### src/aec16_consts.vh
// constants for the dual 8-bit asynchronous event counter
// assumes a 32-bit axi4-lite slave with word-indexed registers
`ifndef AEC16_CONSTS_VH
`define AEC16_CONSTS_VH

// register indexes, byte address is four times the index
`define AEC16_IDX_EDGE     16'hff92
`define AEC16_IDX_CLKSEL   16'hff94
`define AEC16_IDX_CTRL     16'hff95
`define AEC16_IDX_UPPER    16'hff96
`define AEC16_IDX_LOWER    16'hff97
`define AEC16_IDX_IRQEN    16'hfff4
`define AEC16_IDX_IRQFLAG  16'hfff7

// input_edge_select fields
`define AEC16_EDGE_PWM_BIT   0
`define AEC16_EDGE_LO_LSB    4
`define AEC16_EDGE_HI_LSB    6
`define AEC16_EDGE_MASK      8'hf1

// counter_clock_select fields
`define AEC16_CLK_LO_LSB     0
`define AEC16_CLK_HI_LSB     2
`define AEC16_CLK_MASK       8'h0f

// counter_control_status fields
`define AEC16_CTRL_OVF_BIT   7
`define AEC16_CTRL_CH_BIT    4
`define AEC16_CTRL_UPPER_COUNT_ENABLE_BIT  3
`define AEC16_CTRL_LOWER_COUNT_ENABLE_BIT  2
`define AEC16_CTRL_UPPER_RESET_CONTROL_BIT  1
`define AEC16_CTRL_LOWER_RESET_CONTROL_BIT  0
`define AEC16_CTRL_MASK      8'h1f

// edge select encodings
`define AEC16_EDGE_FALL      2'h0
`define AEC16_EDGE_RISE      2'h1

// clock select encodings
`define AEC16_CLK_PIN        2'h0
`define AEC16_CLK_DIV2       2'h1
`define AEC16_CLK_DIV4       2'h2
`define AEC16_CLK_DIV8       2'h3

// reset values
`define AEC16_RST_BYTE       8'h00

// axi responses
`define AEC16_RESP_OKAY      2'h0
`define AEC16_RESP_SLVERR    2'h2

`endif

### src/aec16_sync.v
// three-stage pin synchroniser with a debounced level and edge pulses
// assumes pin_i is asynchronous to clk_i
`timescale 1ns/10ps
`default_nettype none
module aec16_sync
(
  input  wire clk_i,
  input  wire rst_b_i,
  input  wire pin_i,
  output reg  level_o,
  output reg  rise_o,
  output reg  fall_o
);
  reg s1_reg;
  reg s2_reg;
  reg s3_reg;

  // s1 feeds s2 only; a change counts once s2 and s3 agree
  always @(posedge clk_i or negedge rst_b_i)
  begin
    if (!rst_b_i)
    begin
      s1_reg  <= 1'b1;
      s2_reg  <= 1'b1;
      s3_reg  <= 1'b1;
      level_o <= 1'b1;
      rise_o  <= 1'b0;
      fall_o  <= 1'b0;
    end
    else
    begin
      s1_reg  <= pin_i;
      s2_reg  <= s1_reg;
      s3_reg  <= s2_reg;
      rise_o  <= 1'b0;
      fall_o  <= 1'b0;
      if ((s2_reg == s3_reg) && (s3_reg != level_o))
      begin
        level_o <= s3_reg;
        rise_o  <= s3_reg;
        fall_o  <= ~s3_reg;
      end
    end
  end
endmodule
`default_nettype wire

### src/aec16_counter.v
// dual 8-bit event counter, chainable to 16 bits, with axi4-lite registers
// assumes event pins are asynchronous; bus runs on mclk_i
//
// Design decision made here: register access over AXI4-Lite.
`timescale 1ns/10ps
`default_nettype none
`include "aec16_consts.vh"

// Function
// - edge select 00 counts falling edges of the low event pin
// - pwm enable zero halts pwm and selects the event gate pin
// - low clock select 00 clocks the lower counter from its pin
// - upper overflow flag bit 7 sets when upper rolls ff to 00
// - flag clears only by writing zero after reading one
// - channel bit 4 zero chains both counters into one 16-bit counter
// - upper counter counts only while its enable bit 3 is one
// - lower counter counts only while its enable bit 2 is one
// - upper reset-control one releases the upper counter
// - lower reset-control one releases the lower counter
// - upper counter is a read-only 8-bit up-counter, alone or chained
// - standalone upper clock: own pin or system clock over 2, 4, 8
// - software can clear the upper counter to zero
// - in 16-bit mode lower overflow clocks the upper counter
// - lower counter is a read-only 8-bit up-counter, the low byte
// - irq flag sets on upper overflow, clears when software writes zero
// - irq request reaches the processor only while its enable is one
module aec16_counter
#(
  parameter ADDR_W = 20
)
(
  input  wire              mclk_i,
  input  wire              rst_b_i,
  input  wire [ADDR_W-1:0] s_axi_awaddr_i,
  input  wire              s_axi_awvalid_i,
  output wire              s_axi_awready_o,
  input  wire [31:0]       s_axi_wdata_i,
  input  wire [3:0]        s_axi_wstrb_i,
  input  wire              s_axi_wvalid_i,
  output wire              s_axi_wready_o,
  output reg  [1:0]        s_axi_bresp_o,
  output reg               s_axi_bvalid_o,
  input  wire              s_axi_bready_i,
  input  wire [ADDR_W-1:0] s_axi_araddr_i,
  input  wire              s_axi_arvalid_i,
  output wire              s_axi_arready_o,
  output reg  [31:0]       s_axi_rdata_o,
  output reg  [1:0]        s_axi_rresp_o,
  output reg               s_axi_rvalid_o,
  input  wire              s_axi_rready_i,
  input  wire              low_event_input_pin_i,
  input  wire              high_event_input_pin_i,
  input  wire              event_gate_irq_pin_i,
  output wire              counter_irq_o,
  output reg               counter_pwm_o
);
  // register index match on a byte address
  function hit;
    input [ADDR_W-1:0] addr;
    input [15:0]       idx;
    begin
      hit = (addr[ADDR_W-1:2] == {{(ADDR_W-18){1'b0}}, idx});
    end
  endfunction

  // one synchronised edge chosen by a 2-bit edge select; 10 and 11 take either edge
  function edge_pick;
    input [1:0] sel;
    input       rise;
    input       fall;
    begin
      case (sel)
        `AEC16_EDGE_FALL: edge_pick = fall;
        `AEC16_EDGE_RISE: edge_pick = rise;
        default:          edge_pick = rise | fall;
      endcase
    end
  endfunction

  // one clock event chosen by a 2-bit clock select
  function clk_pick;
    input [1:0] sel;
    input       pin_ev;
    input [2:0] div_ev;
    begin
      case (sel)
        `AEC16_CLK_PIN:  clk_pick = pin_ev;
        `AEC16_CLK_DIV2: clk_pick = div_ev[0];
        `AEC16_CLK_DIV4: clk_pick = div_ev[1];
        default:         clk_pick = div_ev[2];
      endcase
    end
  endfunction

  reg  [7:0]        edge_reg;
  reg  [7:0]        clksel_reg;
  reg  [7:0]        ctrl_reg;
  reg               ovf_reg;
  reg               ovf_armed_reg;
  reg  [7:0]        upper_reg;
  reg  [7:0]        lower_reg;
  reg               irq_en_reg;
  reg               irq_flag_reg;
  reg  [2:0]        presc_reg;
  reg  [ADDR_W-1:0] awaddr_reg;
  reg               aw_full_reg;
  reg  [31:0]       wdata_reg;
  reg  [3:0]        wstrb_reg;
  reg               w_full_reg;
  reg  [7:0]        rd_byte;
  reg               rd_ok;

  wire lo_level;
  wire lo_rise;
  wire lo_fall;
  wire hi_rise;
  wire hi_fall;
  wire gate_level;

  // both pins and the gate pin are asynchronous
  aec16_sync u_lo_sync
  (
    .clk_i   (mclk_i),
    .rst_b_i (rst_b_i),
    .pin_i   (low_event_input_pin_i),
    .level_o (lo_level),
    .rise_o  (lo_rise),
    .fall_o  (lo_fall)
  );

  aec16_sync u_hi_sync
  (
    .clk_i   (mclk_i),
    .rst_b_i (rst_b_i),
    .pin_i   (high_event_input_pin_i),
    .level_o (),
    .rise_o  (hi_rise),
    .fall_o  (hi_fall)
  );

  aec16_sync u_gate_sync
  (
    .clk_i   (mclk_i),
    .rst_b_i (rst_b_i),
    .pin_i   (event_gate_irq_pin_i),
    .level_o (gate_level),
    .rise_o  (),
    .fall_o  ()
  );

  // system clock divider: enable pulses at rate/2, /4, /8
  always @(posedge mclk_i or negedge rst_b_i)
  begin
    if (!rst_b_i)
      presc_reg <= 3'h0;
    else
      presc_reg <= presc_reg + 3'h1;
  end

  wire [2:0] div_ev = {presc_reg == 3'h7,
                       presc_reg[1:0] == 2'h3,
                       presc_reg[0]};

  wire pwm_en   = edge_reg[`AEC16_EDGE_PWM_BIT];
  wire chained  = ~ctrl_reg[`AEC16_CTRL_CH_BIT];
  wire upper_count_enable     = ctrl_reg[`AEC16_CTRL_UPPER_COUNT_ENABLE_BIT];
  wire lower_count_enable     = ctrl_reg[`AEC16_CTRL_LOWER_COUNT_ENABLE_BIT];
  wire upper_reset_control     = ctrl_reg[`AEC16_CTRL_UPPER_RESET_CONTROL_BIT];
  wire lower_reset_control     = ctrl_reg[`AEC16_CTRL_LOWER_RESET_CONTROL_BIT];

  // with pwm halted the gate pin must be high for events to pass
  wire gate_ok  = pwm_en | gate_level;

  wire lo_pin_ev = edge_pick(edge_reg[`AEC16_EDGE_LO_LSB +: 2],
                             lo_rise, lo_fall);
  wire hi_pin_ev = edge_pick(edge_reg[`AEC16_EDGE_HI_LSB +: 2],
                             hi_rise, hi_fall);

  wire lo_src = clk_pick(clksel_reg[`AEC16_CLK_LO_LSB +: 2],
                         lo_pin_ev, div_ev);
  wire lo_tick = lo_src & lower_count_enable & lower_reset_control & gate_ok;
  wire lo_ovf  = lo_tick & (lower_reg == 8'hff);

  wire hi_alone = clk_pick(clksel_reg[`AEC16_CLK_HI_LSB +: 2],
                           hi_pin_ev, div_ev);
  // the chained upper byte sees only lower rollovers, so no gating twice
  wire hi_src  = chained ? lo_ovf : (hi_alone & gate_ok);
  wire hi_tick = hi_src & upper_count_enable & upper_reset_control;
  wire hi_ovf  = hi_tick & (upper_reg == 8'hff);

  // counters
  always @(posedge mclk_i or negedge rst_b_i)
  begin
    if (!rst_b_i)
    begin
      lower_reg <= `AEC16_RST_BYTE;
      upper_reg <= `AEC16_RST_BYTE;
    end
    else
    begin
      if (!lower_reset_control)
        lower_reg <= `AEC16_RST_BYTE;
      else if (lo_tick)
        lower_reg <= lower_reg + 8'h01;
      if (!upper_reset_control)
        upper_reg <= `AEC16_RST_BYTE;
      else if (hi_tick)
        upper_reg <= upper_reg + 8'h01;
    end
  end

  // pwm output toggles on lower rollover while enabled, held low when halted
  always @(posedge mclk_i or negedge rst_b_i)
  begin
    if (!rst_b_i)
      counter_pwm_o <= 1'b0;
    else if (!pwm_en)
      counter_pwm_o <= 1'b0;
    else if (lo_ovf)
      counter_pwm_o <= ~counter_pwm_o;
  end

  // axi4-lite write path: address and data taken in either order
  assign s_axi_awready_o = ~aw_full_reg & ~s_axi_bvalid_o;
  assign s_axi_wready_o  = ~w_full_reg & ~s_axi_bvalid_o;

  wire do_write = aw_full_reg & w_full_reg & ~s_axi_bvalid_o;
  wire wr_lane0 = do_write & wstrb_reg[0];
  wire wr_hit   = hit(awaddr_reg, `AEC16_IDX_EDGE) |
                  hit(awaddr_reg, `AEC16_IDX_CLKSEL) |
                  hit(awaddr_reg, `AEC16_IDX_CTRL) |
                  hit(awaddr_reg, `AEC16_IDX_UPPER) |
                  hit(awaddr_reg, `AEC16_IDX_LOWER) |
                  hit(awaddr_reg, `AEC16_IDX_IRQEN) |
                  hit(awaddr_reg, `AEC16_IDX_IRQFLAG);
  wire wr_ctrl  = wr_lane0 & hit(awaddr_reg, `AEC16_IDX_CTRL);
  wire wr_flag  = wr_lane0 & hit(awaddr_reg, `AEC16_IDX_IRQFLAG);

  always @(posedge mclk_i or negedge rst_b_i)
  begin
    if (!rst_b_i)
    begin
      awaddr_reg     <= {ADDR_W{1'b0}};
      aw_full_reg    <= 1'b0;
      wdata_reg      <= 32'h0000_0000;
      wstrb_reg      <= 4'h0;
      w_full_reg     <= 1'b0;
      s_axi_bvalid_o <= 1'b0;
      s_axi_bresp_o  <= `AEC16_RESP_OKAY;
    end
    else
    begin
      if (s_axi_awvalid_i && s_axi_awready_o)
      begin
        awaddr_reg  <= s_axi_awaddr_i;
        aw_full_reg <= 1'b1;
      end
      if (s_axi_wvalid_i && s_axi_wready_o)
      begin
        wdata_reg  <= s_axi_wdata_i;
        wstrb_reg  <= s_axi_wstrb_i;
        w_full_reg <= 1'b1;
      end
      if (do_write)
      begin
        aw_full_reg    <= 1'b0;
        w_full_reg     <= 1'b0;
        s_axi_bvalid_o <= 1'b1;
        s_axi_bresp_o  <= wr_hit ? `AEC16_RESP_OKAY : `AEC16_RESP_SLVERR;
      end
      else if (s_axi_bvalid_o && s_axi_bready_i)
        s_axi_bvalid_o <= 1'b0;
    end
  end

  // control registers; counters are read-only, writes to them are ignored
  always @(posedge mclk_i or negedge rst_b_i)
  begin
    if (!rst_b_i)
    begin
      edge_reg   <= `AEC16_RST_BYTE;
      clksel_reg <= `AEC16_RST_BYTE;
      ctrl_reg   <= `AEC16_RST_BYTE;
      irq_en_reg <= 1'b0;
    end
    else if (wr_lane0)
    begin
      if (hit(awaddr_reg, `AEC16_IDX_EDGE))
        edge_reg <= wdata_reg[7:0] & `AEC16_EDGE_MASK;
      if (hit(awaddr_reg, `AEC16_IDX_CLKSEL))
        clksel_reg <= wdata_reg[7:0] & `AEC16_CLK_MASK;
      if (hit(awaddr_reg, `AEC16_IDX_CTRL))
        ctrl_reg <= wdata_reg[7:0] & `AEC16_CTRL_MASK;
      if (hit(awaddr_reg, `AEC16_IDX_IRQEN))
        irq_en_reg <= wdata_reg[0];
    end
  end

  // overflow flag: a new rollover beats a clear in the same cycle
  wire ovf_seen_one = s_axi_arvalid_i & s_axi_arready_o &
                      hit(s_axi_araddr_i, `AEC16_IDX_CTRL) & ovf_reg;
  wire ovf_clr = wr_ctrl & ovf_armed_reg &
                 ~wdata_reg[`AEC16_CTRL_OVF_BIT];

  always @(posedge mclk_i or negedge rst_b_i)
  begin
    if (!rst_b_i)
    begin
      ovf_reg       <= 1'b0;
      ovf_armed_reg <= 1'b0;
      irq_flag_reg  <= 1'b0;
    end
    else
    begin
      if (hi_ovf)
        ovf_reg <= 1'b1;
      else if (ovf_clr)
        ovf_reg <= 1'b0;
      if (ovf_seen_one)
        ovf_armed_reg <= 1'b1;
      else if (wr_ctrl)
        ovf_armed_reg <= 1'b0;
      if (hi_ovf)
        irq_flag_reg <= 1'b1;
      else if (wr_flag && !wdata_reg[0])
        irq_flag_reg <= 1'b0;
    end
  end

  assign counter_irq_o = irq_flag_reg & irq_en_reg;

  // axi4-lite read path: one read outstanding, answer one cycle later
  assign s_axi_arready_o = ~s_axi_rvalid_o;

  always @*
  begin
    rd_byte = 8'h00;
    rd_ok   = 1'b1;
    if (hit(s_axi_araddr_i, `AEC16_IDX_EDGE))
      rd_byte = edge_reg;
    else if (hit(s_axi_araddr_i, `AEC16_IDX_CLKSEL))
      rd_byte = clksel_reg;
    else if (hit(s_axi_araddr_i, `AEC16_IDX_CTRL))
      rd_byte = {ovf_reg, 2'b00, ctrl_reg[4:0]};
    else if (hit(s_axi_araddr_i, `AEC16_IDX_UPPER))
      rd_byte = upper_reg;
    else if (hit(s_axi_araddr_i, `AEC16_IDX_LOWER))
      rd_byte = lower_reg;
    else if (hit(s_axi_araddr_i, `AEC16_IDX_IRQEN))
      rd_byte = {7'h00, irq_en_reg};
    else if (hit(s_axi_araddr_i, `AEC16_IDX_IRQFLAG))
      rd_byte = {7'h00, irq_flag_reg};
    else
      rd_ok = 1'b0;
  end

  always @(posedge mclk_i or negedge rst_b_i)
  begin
    if (!rst_b_i)
    begin
      s_axi_rvalid_o <= 1'b0;
      s_axi_rdata_o  <= 32'h0000_0000;
      s_axi_rresp_o  <= `AEC16_RESP_OKAY;
    end
    else if (s_axi_arvalid_i && s_axi_arready_o)
    begin
      s_axi_rvalid_o <= 1'b1;
      s_axi_rdata_o  <= {24'h000000, rd_byte};
      s_axi_rresp_o  <= rd_ok ? `AEC16_RESP_OKAY : `AEC16_RESP_SLVERR;
    end
    else if (s_axi_rvalid_o && s_axi_rready_i)
      s_axi_rvalid_o <= 1'b0;
  end

  // lo_level is kept for visibility of the pin state in simulation
  wire unused_ok = lo_level;
endmodule
`default_nettype wire

### config.mk
export PLATFORM = sky130hd
export DESIGN_NAME = aec16_counter
export DESIGN_NICKNAME = d
export VERILOG_FILES = /design/src/aec16_sync.v /design/src/aec16_counter.v
export VERILOG_INCLUDE_DIRS = /design/src
export SDC_FILE = /design/constraint.sdc
export NUM_CORES = 1
export LEC_CHECK = 0
export BUFFER_PORTS_ARGS = -buffer_cell sky130_fd_sc_hd__buf_2
export CORE_AREA = 2 2 109 84
export DETAILED_ROUTE_END_ITERATION = 8
export DIE_AREA = 0 0 111 86
export HOLD_SLACK_MARGIN = 0.02
export PLACE_DENSITY = 0.82
export RECOVER_POWER = 50
export REMOVE_ABC_BUFFERS = 1
export SLEW_MARGIN = 30
export SYNTH_ARGS = -nofsm -noshare
export SYNTH_HDL_FRONTEND = slang
export SYNTH_SLANG_ARGS = --single-unit
export TNS_END_PERCENT = 20
### constraint.sdc
create_clock -name mclk_i -period 6.1 [get_ports mclk_i]
set_clock_uncertainty 0.05 [all_clocks]
set_input_delay 1.22 -clock mclk_i [delete_from_list [all_inputs] [get_ports mclk_i]]
set_output_delay 1.22 -clock mclk_i [all_outputs]
set_load 0.005 [all_outputs]
==> impl_metrics.tcl, run 1 <==
set metrics [dict create \
    crit_fanout 13 \
    ys_seq_area_share_pct 52.5 \
    numCtsBuffers 9 \
    drt-initial-drc-count 273 \
    finalHoldViolCount 0 \
    grt_overflow 0 \
    coreArea_mm2 0.00838 \
    synth-warning-count 0 \
    track_usage_pct 21.9 \
    cap_viol_max_count 0 \
    rsz0062_at_grt "no" \
    grt_pass1_vias 3252 \
    clockBufferDepth 2 \
    antenna_found_initial 0 \
    max_clock_freq_mhz 315 \
    route.detailed.drc 0 \
    synth_top_cell_area_share_pct 45.6 \
    met2_usage_pct 35.1 \
    largest_reg_flops 18 \
    ctsResizeCount 0 \
    synth_ff_type "dfrtp_1" \
    die_h_um 86 \
    place_congestion 0.889 \
    maxSlewViolCount 0 \
    crit_path_end_kind "flop" \
    start_util_pct 54.4 \
    use_met1_pct 29.1 \
    clkLatencyLatePin_ps 350 \
    cts_tree "done" \
    synth_top_cell_by_area "dfrtp_1" \
    cp_top_family "simple AND/OR/NAND/NOR gates" \
    critPathKind "in2reg" \
    post_cts_buffers 0 \
    tightest_slew_ps 814 \
    avgSynthCellArea_um2 11.3 \
    slowest_delay_ps 720 \
    ys_seq_elements 95 \
    clock_sinks 95 \
    setup_violations 0 \
    fin_cells 588 \
    max-vdd-ir-drop_mv 0.397 \
    antenna_cells 0 \
    syn_area_mm2 0.00456 \
    final_common_cell "dfrtp_1" \
    static-leakage-power_nw 2.38 \
    cts-root-buf "clkbuf_16" \
    ys_types 57 \
    port_buffers 71 \
    cpMaxStageDelayCell "or4b_2" \
    viasPerCell 5.75 \
    synth.area.top_cells "dfrtp_1 (46%), mux2_2 (10%), dfstp_2 (6.9%)" \
    period_needed_ps 3180 \
    cts_hold_buf 0 \
    avgRoutedWirePerCell_um 17.0 \
    grt.busiest_layer "met2" \
    vias 3383 \
    path_clk_slew_ps 70 \
    final_cell_mix "dfrtp_1 (83), buf_2 (70), mux2_2 (42), nand2_1 (26), conb_1 (26)" \
    fin_nets 565 \
    final_antenna_net_count 0 \
    status "completed" \
    syn_to_final_growth_pct 16.0 \
    grt_util_met3_pct 8.20 \
    ios 129 \
    drive_gt1_share_pct 30.2 \
    slew_headroom_pct 45.3 \
    crit_path_start_kind "input pin" \
    die_area_mm2 0.00955 \
    cp.required_ps 6330 \
    min_path_type "reg2reg" \
    place_hpwl_um 7160 \
    grt_start_max_net_pins 86 \
    drtPass1Iterations 5 \
    ctsHtreeMaxLevel 3 \
    powerDensity_mw_per_mm2 334 \
    synthesis.instances 402 \
    synth_edf_count 0 \
    fin_crit_sh_pct 52.1 \
    drt_wl_total_um 9980 \
    grt_pass1_wl_um 16300 \
    placed_cells 572 \
    cp_cell_sequence "buf_2, or4b_2, nor3_1, a222oi_1, a211oi_1, a21o_1" \
    num_rows 29 \
    timing.critical_path.buf_inv 1 \
    fin_setup_tns_ps 0 \
    crit_arrival_ps 3410 \
    fp.dieW_um 111 \
    fillers 687 \
    synthArstFlopShare_pct 100 \
]
==> power by group <==
group / switching, mW / leakage [nW] / internal (mW)
sequential: 0.0919 / 1.20 / 0.743
combinational: 0.124 / 1.01 / 0.144
clock: 0.244 / 0.176 / 0.418
==> per-layer routing <==
metal / vias to the layer above / routed length [um]
met5: - / 0
met2: 148 / 4670
met3: 10 / 852
li1: 1567 / -
met1: 1658 / 4360
met4: 0 / 96
==> cell type report <==
class	instances	area (um2)	area share, %
Sequential cell	95	2390	45.3
Multi-Input combinational cell	284	1980	37.4
Clock inverter	6	124	2.34
Tap cell	108	135	2.56
Timing Repair Buffer	73	373	7.05
Clock buffer	10	239	4.52
Inverter	12	45.0	0.852
==> synth_stat cells (all sizes together) (8+ instances only) <==
cell type  instances
mux2              42
mux2i              8
buf               28
inv               12
nor2              15
dfstp             12
o21ai             16
dfrtp             83
nand3             13
a21oi             18
clkbuf             8
nand2             26
==> through the flow <==
step	instance area (um2)	hold WS [ps]	utilization, %	power (mW)	setup WS [ps]
after floorplan	4420	295	-	1.00	3080
after global placement	4920	296	58.7	1.09	2620
after detailed placement	4930	301	58.8	1.11	2580
after CTS	5290	308	63.1	1.78	2930
after global routing	5290	316	63.1	1.85	2760
final	5290	313	63.1	1.77	2920
==> worst paths after layout <==
check,from,to,slack (ps),cells after the start
min in group asynchronous,rst_b_i,s_axi_rdata_o[4]$_DFFE_PN0P_,810,1
worst max register to register,s_axi_bvalid_o$_DFFE_PN0P_,edge_reg[5]$_DFFE_PN0P_,3370,5
worst min register to register,u_lo_sync.s1_reg$_DFF_PN1_,u_lo_sync.s2_reg$_DFF_PN1_,310,0
worst max-delay path,s_axi_araddr_i[2],s_axi_rdata_o[7]$_DFFE_PN0P_,2920,6
worst min-delay path,u_lo_sync.s1_reg$_DFF_PN1_,u_lo_sync.s2_reg$_DFF_PN1_,310,0
max in group asynchronous,rst_b_i,awaddr_reg[13]$_DFFE_PN0P_,4040,2
==> worst register-to-register path, cell delays in order, from the launching register on <==
cell and delay, ps:
dfrtp_1 430, nand3b_1 250, or4_1 570, or3_1 500, nor4_4 430, mux2_2 390
==> logic make-up after synthesis <==
logic type | synth area share, %
compound gates | 11.9
xor+xnor | 0.385
fa+ha+maj | 1.76
buf+inv | 6.12
flops | 52.5
mux | 12.1
other cells | 0.0823
simple gates | 15.1
Power figures use the tool's default switching activity.
==> inputs of run 2 (changes only) <==
--- a/config.mk
+++ b/config.mk
@@ -7,11 +7,11 @@
 export NUM_CORES = 1
 export LEC_CHECK = 0
 export BUFFER_PORTS_ARGS = -buffer_cell sky130_fd_sc_hd__buf_2
-export CORE_AREA = 2 2 109 84
+export CORE_AREA = 2 2 112 87
 export DETAILED_ROUTE_END_ITERATION = 8
-export DIE_AREA = 0 0 111 86
+export DIE_AREA = 0 0 114 89
 export HOLD_SLACK_MARGIN = 0.02
-export PLACE_DENSITY = 0.82
+export PLACE_DENSITY = 0.78
 export RECOVER_POWER = 50
 export REMOVE_ABC_BUFFERS = 1
 export SLEW_MARGIN = 30
==> constraint.sdc (replaced) <==
create_clock -name mclk_i -period 3.1 [get_ports mclk_i]
set_clock_uncertainty 0.05 [all_clocks]
set_input_delay 0.62 -clock mclk_i [delete_from_list [all_inputs] [get_ports mclk_i]]
set_output_delay 0.62 -clock mclk_i [all_outputs]
set_load 0.005 [all_outputs]
==> run 2 against run 1 <==
Design area fell by 0.92%; worst setup slack got worse by 2500 ps; non-clock buffer count rose by 5; via count fell by 1.3%; critical endpoint is now edge_reg[0]$_DFFE_PN0P_; largest cell class unchanged.
==> impl_metrics.tcl, run 2 (synthesized netlist as in run 1, its figures left out) <==
set metrics [dict create \
    start_util_pct 51.0 \
    final_cell_mix "dfrtp_1 (83), buf_2 (70), mux2_2 (42), nand2_1 (26), conb_1 (26)" \
    cts_tree "done" \
    period_needed_ps 2720 \
    r2r_slack_ps 380 \
    max-vdd-ir-drop_mv 0.547 \
    grt.busiest_layer "met2" \
    slew_headroom_pct 5.02 \
    setup_violations 0 \
    grt_pass1_vias 3179 \
    clkLatencyLatePin_ps 340 \
    crit_path_start_kind "flop" \
    cp.required_ps 3280 \
    route.detailed.drc 0 \
    cts_hold_buf 0 \
    ctsHtreeMaxLevel 3 \
    antenna_found_initial 0 \
    fin_setup_tns_ps 0 \
    final_antenna_net_count 0 \
    syn_to_final_growth_pct 15.0 \
    place_congestion 0.884 \
    port_buffers 71 \
    clock_sinks 95 \
    cap_viol_max_count 0 \
    powerDensity_mw_per_mm2 614 \
    dpl_cell_area_mm2 0.00498 \
    ctsResizeCount 0 \
    clockBufferDepth 2 \
    cp_top_family "simple AND/OR/NAND/NOR gates" \
    crit_cells 5 \
    drt_wl_total_um 9810 \
    fin_crit_sh_pct 87.9 \
    die_area_mm2 0.0101 \
    path_clk_slew_ps 60 \
    largest_reg_flops 18 \
    viasPerCell 5.59 \
    ios 129 \
    drt-initial-drc-count 169 \
    fin_cells 597 \
    cp_cell_sequence "nand3b_1, or4_1, or3_1, nor4_4, mux2_2" \
    r2r_end "edge_reg[0]$_DFFE_PN0P_" \
    slowest_delay_ps 560 \
    status "completed" \
    numCtsBuffers 9 \
    fp.dieW_um 114 \
    vias 3338 \
    fin_util_pct 58.6 \
    max_clock_freq_mhz 367 \
    place_hpwl_um 7340 \
    met2_usage_pct 32.2 \
    critPathKind "reg2reg" \
    antenna_cells 0 \
    timing.critical_path.buf_inv 0 \
    min_path_type "reg2reg" \
    crit_arrival_ps 2900 \
    tightest_slew_ps 1420 \
    drtPass1Iterations 4 \
    grt_util_met3_pct 7.12 \
    worstSetupStartpoint "s_axi_bvalid_o$_DFFE_PN0P_" \
    postLayoutCellArea_mm2 0.00524 \
    grt_overflow 0 \
    grt_start_max_net_pins 47 \
    post_cts_buffers 0 \
    final_common_cell "dfrtp_1" \
    rsz0062_at_grt "no" \
    static-leakage-power_nw 2.37 \
    fin_nets 570 \
    avgRoutedWirePerCell_um 16.4 \
    crit_fanout 6 \
    maxSlewViolCount 0 \
    r2r_start "s_axi_bvalid_o$_DFFE_PN0P_" \
    use_met1_pct 28.2 \
    cts-root-buf "clkbuf_16" \
    grt_pass1_wl_um 16000 \
    coreArea_mm2 0.00893 \
    track_usage_pct 20.7 \
    die_h_um 89 \
    finalHoldViolCount 0 \
    cpMaxStageDelayCell "or4_1" \
    crit_path_end_kind "flop" \
    drive_gt1_share_pct 30.9 \
    placed_cells 581 \
    reg2regPathDepth 5 \
    cp-endpoint "edge_reg[0]$_DFFE_PN0P_" \
    hold-worst-slack_ps 306 \
    num_rows 30 \
]
-- run 2: worst min path at each step --
stage | startpoint | endpoint | cells past startpoint
after floorplan | rst_b_i | aw_full_reg$_DFFE_PN0P_ | 0
after global placement | u_gate_sync.s1_reg$_DFF_PN1_ | u_gate_sync.s2_reg$_DFF_PN1_ | 0
after detailed placement | u_gate_sync.s1_reg$_DFF_PN1_ | u_gate_sync.s2_reg$_DFF_PN1_ | 0
after CTS | rst_b_i | lower_reg[1]$_DFFE_PN0P_ | 1
after global routing | high_event_input_pin_i | u_hi_sync.s1_reg$_DFF_PN1_ | 1
final | u_gate_sync.s1_reg$_DFF_PN1_ | u_gate_sync.s2_reg$_DFF_PN1_ | 0
-- run 2: report_power, final --
group / internal [mW] / leakage [nW] / switching, mW
combinational: 0.284 / 1.03 / 0.245
sequential: 1.46 / 1.20 / 0.180
clock: 0.574 / 0.142 / 0.470
total: 2.32 / 2.37 / 0.894
-- run 2: area by class of cell --
| class | count | area [um2] |
|---|---|---|
| timing repair buffer | 78 | 400 |
| fill | 745 | 3700 |
| clock inverter | 5 | 38.8 |
| tap | 112 | 140 |
| inverter | 12 | 45.0 |
| sequential | 95 | 2390 |
| clock buffer | 11 | 243 |
| multi-input combinational | 284 | 1980 |
-- run 2: per-layer routing --
| metal | wire, um | share of wire, % |
|---|---|---|
| met1 | 4510 | 46 |
| met2 | 4340 | 44 |
| met3 | 833 | 8.5 |
| met4 | 127 | 1.3 |
| met5 | 0 | 0 |
-- run 2: worst reg2reg max path, cell delays in order, from the launching register on --
cell and delay [ps]:
dfrtp_1 430, nand3b_1 240, or4_1 560, or3_1 510, nor4_4 430, mux2_2 390
-- run 2: stage by stage --
stage	total power [mW]	worst slack (ps)
after floorplan	1.97	581
after global placement	2.14	432
after detailed placement	2.20	386
after CTS	3.26	365
after global routing	3.39	192
final	3.22	375
